<file path="src/common/ddc_pkg.sv">
// Constants for the datapath control register bank.
// Assumes an APB master on a single 125 MHz clock domain.
// Operation
// Bit 15 set turns on quadrature offset correction, clear turns it off.
// Bit 13 set turns on quadrature phase and gain correction, clear bypasses it.
// Bits 11:8 choose interpolation 0000=1x 0001=2x 0010=4x 0100=8x 1000=16x, reset 0100.
// Bit 7 enables the input sample FIFO, reset one.
// With the FIFO off the outside source must keep sample and data clocks aligned.
// Bit 4 set drives the fault pin, clear floats it, reset one.
// Bit 3 picks fault polarity, zero active low and one active high, reset one.
// Bit 2 set resynchronises the clock divider from the chosen sync source, reset one.
// Bit 1 set routes samples through the inverse-sinc filter, reset zero.
// Bits 14, 12, 6, 5 and 0 are factory bits that reset to zero with no user function.
// The control register sits at address 0x00 and resets to 0x049C.
// Software keeps factory bits at their defaults when it writes.
// A written value reaches the datapath right after the write completes.
package ddc_pkg;
    // =========================================================
    // Register map
    localparam logic [7:0] ADDR_CTRL = 8'h00;
    localparam logic [7:0] ADDR_IRQ_STATUS = 8'h04;
    localparam logic [7:0] ADDR_IRQ_MASK = 8'h08;
    localparam logic [15:0] CTRL_RESET = 16'h049c;
    localparam logic [15:0] CTRL_RESERVED_MASK = 16'h5061;
    localparam logic [2:0] IRQ_RESET = 3'h0;
    // =========================================================
    // Control fields
    localparam int BIT_OFFSET_ENA = 15;
    localparam int BIT_CORR_ENA = 13;
    localparam int INTERP_LSB = 8;
    localparam int INTERP_MSB = 11;
    localparam int BIT_FIFO_ENA = 7;
    localparam int BIT_FAULT_DRIVE = 4;
    localparam int BIT_FAULT_POL = 3;
    localparam int BIT_DIV_SYNC = 2;
    localparam int BIT_INVSINC_ENA = 1;
    // =========================================================
    // Interpolation codes
    localparam logic [3:0] INTERP_1X = 4'h0;
    localparam logic [3:0] INTERP_2X = 4'h1;
    localparam logic [3:0] INTERP_4X = 4'h2;
    localparam logic [3:0] INTERP_8X = 4'h4;
    localparam logic [3:0] INTERP_16X = 4'h8;
    // =========================================================
    // Interrupt status bits
    localparam int IRQ_WRITE = 0;
    localparam int IRQ_BAD_INTERP = 1;
    localparam int IRQ_SYNC_DONE = 2;

    // Legal interpolation code check, shared by bank and assertions
    function automatic logic interp_legal(input logic [3:0] code);
        return (code == INTERP_1X) || (code == INTERP_2X) || (code == INTERP_4X) ||
               (code == INTERP_8X) || (code == INTERP_16X);
    endfunction : interp_legal
endpackage : ddc_pkg

</file>
<file path="src/logic/ddc_ctrl_bank.sv">
// Datapath control register bank with APB slave and interrupt logic.
// Assumes a single 125 MHz clock and an APB master on the same clock.
//
// The APB register port was left to the implementer.
`timescale 1ns/1ns
module ddc_ctrl_bank (
    // Clock and reset
    input wire logic clk,
    input wire logic rstn,
    // APB slave
    input wire logic psel,
    input wire logic penable,
    input wire logic pwrite,
    input wire logic [7:0] paddr,
    input wire logic [31:0] pwdata,
    input wire logic [3:0] pstrb,
    output logic [31:0] prdata,
    output logic pready,
    output logic pslverr,
    // Datapath controls
    output logic offsetCorrEna,
    output logic gainPhaseCorrEna,
    output logic [3:0] interpRatio,
    output logic fifoEna,
    output logic divSyncEna,
    output logic invSincEna,
    // Sync and fault inputs from other domains
    input wire logic syncSourcePulse,
    input wire logic faultEvent,
    // Fault pin
    output logic faultPinOut,
    output logic faultPinOen,
    // Interrupt
    output logic irq
);
    // =========================================================
    // State
    typedef enum logic [1:0] {ST_IDLE, ST_ACCESS, ST_DONE} ddc_apb_state_t;

    ddc_apb_state_t state_q;
    ddc_apb_state_t state_d;
    logic [15:0] ctrl_q;
    logic [15:0] ctrl_d;
    logic [2:0] irqStatus_q;
    logic [2:0] irqStatus_d;
    logic [2:0] irqMask_q;
    logic [2:0] irqMask_d;
    logic [31:0] prdata_q;
    logic [31:0] prdata_d;
    logic pready_q;
    logic pready_d;
    logic pslverr_q;
    logic pslverr_d;
    logic irq_q;
    logic irq_d;
    logic syncPrev_q;
    logic syncPrev_d;
    logic faultSync;
    logic syncLevel;
    logic syncEdge;
    logic wrCtrl;
    logic wrStatus;
    logic wrMask;
    logic accessNow;
    logic addrHit;
    logic [2:0] irqEvents;
    logic [15:0] wrData16;

    // =========================================================
    // Crossings
    ddc_sync2 u_sync_fault (
        .clk(clk),
        .rstn(rstn),
        .async(faultEvent),
        .sync(faultSync)
    );

    ddc_sync2 u_sync_src (
        .clk(clk),
        .rstn(rstn),
        .async(syncSourcePulse),
        .sync(syncLevel)
    );

    // =========================================================
    // APB decode
    always_comb begin
        // Writes land at the edge where the master sees pready, never earlier
        accessNow = psel && penable && (state_q == ST_DONE);
        addrHit = (paddr == ddc_pkg::ADDR_CTRL) || (paddr == ddc_pkg::ADDR_IRQ_STATUS) ||
                  (paddr == ddc_pkg::ADDR_IRQ_MASK);
        // control register at address 0x00
        wrCtrl = accessNow && pwrite && (paddr == ddc_pkg::ADDR_CTRL);
        wrStatus = accessNow && pwrite && (paddr == ddc_pkg::ADDR_IRQ_STATUS) && pstrb[0];
        wrMask = accessNow && pwrite && (paddr == ddc_pkg::ADDR_IRQ_MASK) && pstrb[0];
        wrData16[7:0] = pstrb[0] ? pwdata[7:0] : ctrl_q[7:0];
        wrData16[15:8] = pstrb[1] ? pwdata[15:8] : ctrl_q[15:8];
    end

    always_comb begin
        state_d = state_q;
        pready_d = 1'b0;
        pslverr_d = 1'b0;
        prdata_d = prdata_q;
        case (state_q)
            ST_IDLE: begin
                if (psel && !penable) begin
                    state_d = ST_ACCESS;
                end
            end
            ST_ACCESS: begin
                // One wait state: answer registered for the next edge
                if (psel && penable) begin
                    state_d = ST_DONE;
                    pready_d = 1'b1;
                    pslverr_d = !addrHit;
                    prdata_d = 32'h0000_0000;
                    if (!pwrite) begin
                        case (paddr)
                            ddc_pkg::ADDR_CTRL: prdata_d = {16'h0000, ctrl_q};
                            ddc_pkg::ADDR_IRQ_STATUS: prdata_d = {29'h0, irqStatus_q};
                            ddc_pkg::ADDR_IRQ_MASK: prdata_d = {29'h0, irqMask_q};
                            default: prdata_d = 32'h0000_0000;
                        endcase
                    end
                end else begin
                    state_d = ST_IDLE;
                end
            end
            ST_DONE: begin
                state_d = ST_IDLE;
            end
            default: state_d = ST_IDLE;
        endcase
    end

    // =========================================================
    // Control register
    always_comb begin
        ctrl_d = ctrl_q;
        // new value applies from the edge that completes the write
        if (wrCtrl) begin
            // factory bits keep reset value, no user function
            ctrl_d = wrData16 & ~ddc_pkg::CTRL_RESERVED_MASK;
        end
    end

    // =========================================================
    // Interrupts
    always_comb begin
        syncPrev_d = syncLevel;
        syncEdge = syncLevel && !syncPrev_q;
        irqEvents = 3'h0;
        irqEvents[ddc_pkg::IRQ_WRITE] = faultSync;
        // unlisted interpolation codes are flagged to software
        irqEvents[ddc_pkg::IRQ_BAD_INTERP] = !ddc_pkg::interp_legal(ctrl_q[11:8]);
        // divider resync from the selected source when enabled
        irqEvents[ddc_pkg::IRQ_SYNC_DONE] = syncEdge && ctrl_q[ddc_pkg::BIT_DIV_SYNC];
        irqStatus_d = irqStatus_q;
        if (wrStatus) begin
            irqStatus_d = irqStatus_q & ~pwdata[2:0];
        end
        // Set wins over a clear in the same cycle
        irqStatus_d = irqStatus_d | irqEvents;
        irqMask_d = wrMask ? pwdata[2:0] : irqMask_q;
        irq_d = |(irqStatus_d & irqMask_d);
    end

    always_ff @(posedge clk or negedge rstn) begin
        if (!rstn) begin
            state_q <= ST_IDLE;
            // reset value 0x049C
            ctrl_q <= ddc_pkg::CTRL_RESET;
            irqStatus_q <= ddc_pkg::IRQ_RESET;
            irqMask_q <= ddc_pkg::IRQ_RESET;
            prdata_q <= 32'h0000_0000;
            pready_q <= 1'b0;
            pslverr_q <= 1'b0;
            irq_q <= 1'b0;
            syncPrev_q <= 1'b0;
        end else begin
            state_q <= state_d;
            ctrl_q <= ctrl_d;
            irqStatus_q <= irqStatus_d;
            irqMask_q <= irqMask_d;
            prdata_q <= prdata_d;
            pready_q <= pready_d;
            pslverr_q <= pslverr_d;
            irq_q <= irq_d;
            syncPrev_q <= syncPrev_d;
        end
    end

    // =========================================================
    // Outputs
    ddc_fault_pin u_fault_pin (
        .clk(clk),
        .rstn(rstn),
        .faultActive(faultSync),
        .driveEna(ctrl_q[ddc_pkg::BIT_FAULT_DRIVE]),
        .polHigh(ctrl_q[ddc_pkg::BIT_FAULT_POL]),
        .faultPinOut(faultPinOut),
        .faultPinOen(faultPinOen)
    );

    // Datapath enables come straight from the register flops
    // offset correction enable
    assign offsetCorrEna = ctrl_q[ddc_pkg::BIT_OFFSET_ENA];
    // gain and phase correction enable
    assign gainPhaseCorrEna = ctrl_q[ddc_pkg::BIT_CORR_ENA];
    // interpolation ratio code
    assign interpRatio = ctrl_q[ddc_pkg::INTERP_MSB:ddc_pkg::INTERP_LSB];
    // input FIFO enable; with it off the R5 clock alignment is on the source
    assign fifoEna = ctrl_q[ddc_pkg::BIT_FIFO_ENA];
    // divider sync enable
    assign divSyncEna = ctrl_q[ddc_pkg::BIT_DIV_SYNC];
    // inverse-sinc filter enable
    assign invSincEna = ctrl_q[ddc_pkg::BIT_INVSINC_ENA];
    assign prdata = prdata_q;
    assign pready = pready_q;
    assign pslverr = pslverr_q;
    assign irq = irq_q;
endmodule : ddc_ctrl_bank

</file>
<file path="src/logic/ddc_fault_pin.sv">
// Fault pin driver: polarity and drive enable from the control register.
// Assumes the fault level is already synchronous to clk.
`timescale 1ns/1ns
module ddc_fault_pin (
    // Clock and reset
    input wire logic clk,
    input wire logic rstn,
    // Control
    input wire logic faultActive,
    input wire logic driveEna,
    input wire logic polHigh,
    // Pin
    output logic faultPinOut,
    output logic faultPinOen
);
    logic out_q;
    logic out_d;
    logic oen_q;
    logic oen_d;

    always_comb begin
        // polarity select
        out_d = polHigh ? faultActive : ~faultActive;
        // drive or float, enable active low
        oen_d = ~driveEna;
    end

    always_ff @(posedge clk or negedge rstn) begin
        if (!rstn) begin
            out_q <= 1'b0;
            oen_q <= 1'b1;
        end else begin
            out_q <= out_d;
            oen_q <= oen_d;
        end
    end

    assign faultPinOut = out_q;
    assign faultPinOen = oen_q;
endmodule : ddc_fault_pin

</file>
<file path="src/logic/ddc_sync2.sv">
// Two-flop synchroniser for a level from outside the clock domain.
// Assumes clk is the register bank clock.
`timescale 1ns/1ns
module ddc_sync2 (
    // Clock and reset
    input wire logic clk,
    input wire logic rstn,
    // Level
    input wire logic async,
    output logic sync
);
    logic stage1_q;
    logic stage2_q;

    always_ff @(posedge clk or negedge rstn) begin
        if (!rstn) begin
            stage1_q <= 1'b0;
            stage2_q <= 1'b0;
        end else begin
            stage1_q <= async;
            stage2_q <= stage1_q;
        end
    end

    assign sync = stage2_q;
endmodule : ddc_sync2

</file>
<file path="config.mk">
export PLATFORM = sky130hd
export DESIGN_NAME = ddc_ctrl_bank
export DESIGN_NICKNAME = d
export VERILOG_FILES = /design/src/common/ddc_pkg.sv /design/src/logic/ddc_ctrl_bank.sv /design/src/logic/ddc_fault_pin.sv /design/src/logic/ddc_sync2.sv
export SDC_FILE = /design/constraint.sdc
export NUM_CORES = 1
export LEC_CHECK = 0
export ABC_CLOCK_PERIOD_IN_PS = 2300
export BUFFER_PORTS_ARGS = -buffer_cell sky130_fd_sc_hd__clkbuf_2
export CORE_ASPECT_RATIO = 0.5
export CORE_MARGIN = 2
export CORE_UTILIZATION = 45
export DETAILED_ROUTE_END_ITERATION = 8
export PLACE_DENSITY = 0.79
export SLEW_MARGIN = 15
export SYNTH_ARGS = -nofsm -noshare
export SYNTH_HDL_FRONTEND = slang
export SYNTH_HIERARCHICAL = 1
export SYNTH_SLANG_ARGS = --single-unit
</file>
<file path="constraint.sdc">
create_clock -name clk -period 2.3 [get_ports clk]
set_input_delay 0.69 -clock clk [delete_from_list [all_inputs] [get_ports clk]]
set_output_delay 0.69 -clock clk [all_outputs]
set_load 0.01 [all_outputs]
</file>
==> results.sh <==
export IMPL_status="completed"
export IMPL_fin_crit_sh=0.909
export IMPL_grt_ovfl_total=0
export IMPL_hpwl_um=2620
export IMPL_die_x_um=96.3
export IMPL_cts_reportedPaths_clkPinSlew_ns=0.07
export IMPL_cts_tree="done"
export IMPL_cts_setup_buffers=0
export IMPL_critPathCaptureType="flop"
export IMPL_area_growth_pct=18.0
export IMPL_synth_edff_count=0
export IMPL_pin_count=97
export IMPL_drt_initial_drc_count=67
export IMPL_routabilityCongestion=0.765
export IMPL_whs_path_depth=0
export IMPL_hold_start="u_sync_src/stage1_q"
export IMPL_cts_buffers=5
export IMPL_post_synth_cell_area_avg_um2=12.9
export IMPL_first_pass_iters=4
export IMPL_avgRoutedWirePerCell_um=13.2
export IMPL_num_fill_cells=322
export IMPL_synth_main_ff_cell="dfrtp_1"
export IMPL_synth_seq_cells=41
export IMPL_critPathArrivalTime_ns=2.26
export IMPL_finalSetupViolations=0
export IMPL_synthesis_area_um2=1920
export IMPL_clockBufferDepth=2
export IMPL_fp_dieH_um=50.1
export IMPL_cts_resized_gates=0
export IMPL_cpPeakStageDelay_ns=0.39
export IMPL_yosys_warnings=6
export IMPL_regArea_um2=1030
export IMPL_drt_wl_total_um=3470
export IMPL_cp_cell_sequence="clkbuf_2, nor4_4, and4_4, mux2_1, a21boi_1, a221o_1"
export IMPL_post_synth_num_cell_types=36
export IMPL_drc=0
export IMPL_slowest_stage="nor4_4"
export IMPL_hold_buffers=0
export IMPL_design_area_um2=2260
export IMPL_drive_gt1_frac=0.452
export IMPL_r2r_end="irq"
export IMPL_r2r_setup_slack_ns=0.44
export IMPL_post_place_ws_ns=-0.0683
export IMPL_tightest_slew_ns=0.510
export IMPL_fin_crit_ns=2.09
export IMPL_ant_nets=0
export IMPL_clockRootBuffer="clkbuf_8"
export IMPL_port_buffers=54
export IMPL_critPathMaxFanout=4
export IMPL_clock_sinks=41
export IMPL_maxSlewViolCount=0
export IMPL_grtUsageTotal=0.164
export IMPL_grt_pass1_vias=1214
export IMPL_num_rows=16
export IMPL_setup_slack_ns=0.210
export IMPL_vias_per_cell=4.70
export IMPL_start_util=0.481
export IMPL_cp_top_family="simple AND/OR/NAND/NOR gates"
export IMPL_fp_dieArea_um2=4830
export IMPL_reg2reg_depth=5
export IMPL_maxCapViolations=0
export IMPL_finalSetupTns_ns=0
export IMPL_finalHoldViolations=0
export IMPL_worstHoldPathType="reg -> reg"
export IMPL_slew_headroom=0.660
export IMPL_multi_input_area_um2=736
export IMPL_core_area_um2=3980
export IMPL_r2r_start="state_q[0]"
export IMPL_synthCells=148
export IMPL_antenna_cells=0
export IMPL_criticalPathCategory="in -> reg"
export IMPL_rsz0062_at_grt="false"
export IMPL_grt_pass1_wl_um=5790
export IMPL_route_vias_total=1232
export IMPL_holdPathEnd="u_sync_src/sync"
export IMPL_leakagePower_nw=1.20
export IMPL_synth_sequential_area_ratio=0.540
export IMPL_power_density_nw_per_um2=572
export IMPL_irDropWorstVdd_uv=274
export IMPL_h_tree_depth=2
export IMPL_async_flop_share=1.00
export IMPL_grt_max_degree=42
export IMPL_postPlaceCellArea_um2=2170
export IMPL_final_nets=258
export IMPL_cp_start_kind="input port"
export IMPL_crit_buf_inv=1
export IMPL_antenna_found_initial=0
export IMPL_finalPower_mw=1.29
export IMPL_max_freq_mhz=478
export IMPL_skew_ns=0.00454
export IMPL_cp_data_required_time_ns=2.47
export IMPL_worstSkewPairLatency_ns=0.29
routing by layer:
metal,global-route usage,vias up,part of all wire,wire length (um)
met5,0,-,0,0
met4,0.0500,0,0,0
met3,0.0631,0,0.060,208
met2,0.264,45,0.48,1660
met1,0.206,594,0.46,1600
li1,-,593,-,-
power by group:
group	internal, mW	switching, mW
Combinational	0.0324	0.0583
Clock	0.245	0.224
Sequential	0.729	0.00441
sequential cells by signal, indices dropped and copies added (netlist names), 2 cells and up:
signal       count
ctrl_q          11
irqMask_q        3
irqStatus_q      3
prdata          12
state_q          2
synth_stat cells, types with 3 or more instances:
cell / instances / area share
nor2b_1: 3 / 0.0098
a22o_1: 9 / 0.041
dfstp_2: 6 / 0.082
a21oi_1: 3 / 0.0078
dfrtp_1: 35 / 0.46
nor2_1: 5 / 0.0098
nand2_1: 7 / 0.014
mux2_4: 11 / 0.086
inv_1: 5 / 0.0098
buf_4: 26 / 0.10
o31ai_1: 3 / 0.012
nor4_4: 3 / 0.033
o21ai_0: 3 / 0.0078
worst max-delay path by stage:
stage,from,to,slack (ns),depth (start not counted)
2_1_floorplan,paddr[2],irq,0.12,6
3_3_place_gp,paddr[5],irq,-0.06,6
3_5_place_dp,paddr[5],irq,-0.07,6
4_1_cts,paddr[5],irq,0.22,6
5_1_grt,paddr[5],irq,0.16,6
6_report,paddr[5],irq,0.21,6
layout make-up:
class / count / share of cell area
flip-flops and latches: 41 / 0.457
multi-input cells: 94 / 0.325
repair buffers: 60 / 0.139
clock buffers: 8 / 0.0398
well taps: 54 / 0.0299
inverters: 5 / 0.00830
kinds of logic (layout without fill, tap and decap cells):
group | count (synthesis) | after routing | synth area share
flops | 41 | 41 | 0.540
simple gates | 35 | 35 | 0.140
buf+inv | 32 | 73 | 0.114
compound gates | 21 | 21 | 0.0810
mux | 16 | 16 | 0.114
fa+ha+maj | 1 | 1 | 0.00523
other cells | 1 | 20 | 0.00196
xor+xnor | 1 | 1 | 0.00457
placed cells by master, fill, tap and decap left out, types with 2 or more instances in the layout:
cell type,synthesis,layout
clkbuf_8,0,6
a22o_1,9,9
o21ai_0,3,3
dfrtp_1,35,35
o31ai_1,3,3
nand4_1,2,2
mux2_2,2,2
nor4_4,3,3
mux2_4,11,11
dfstp_2,6,6
clkbuf_1,1,2
nor2b_1,3,3
mux2i_1,2,2
clkbuf_2,0,54
and4b_1,2,2
a21oi_1,3,3
inv_1,5,5
nand2_4,2,2
conb_1,1,20
buf_4,26,6
nor3b_1,2,2
nand2_1,7,7
nor2_1,5,5
through the flow:
stage	cells	hold WS [ns]	utilization
2_1_floorplan	167	0.331	-
3_3_place_gp	254	0.332	0.545
3_5_place_dp	254	0.335	0.545
4_1_cts	262	0.354	0.568
5_1_grt	262	0.365	0.568
6_report	262	0.351	0.568
Power figures use the tool's default switching activity.
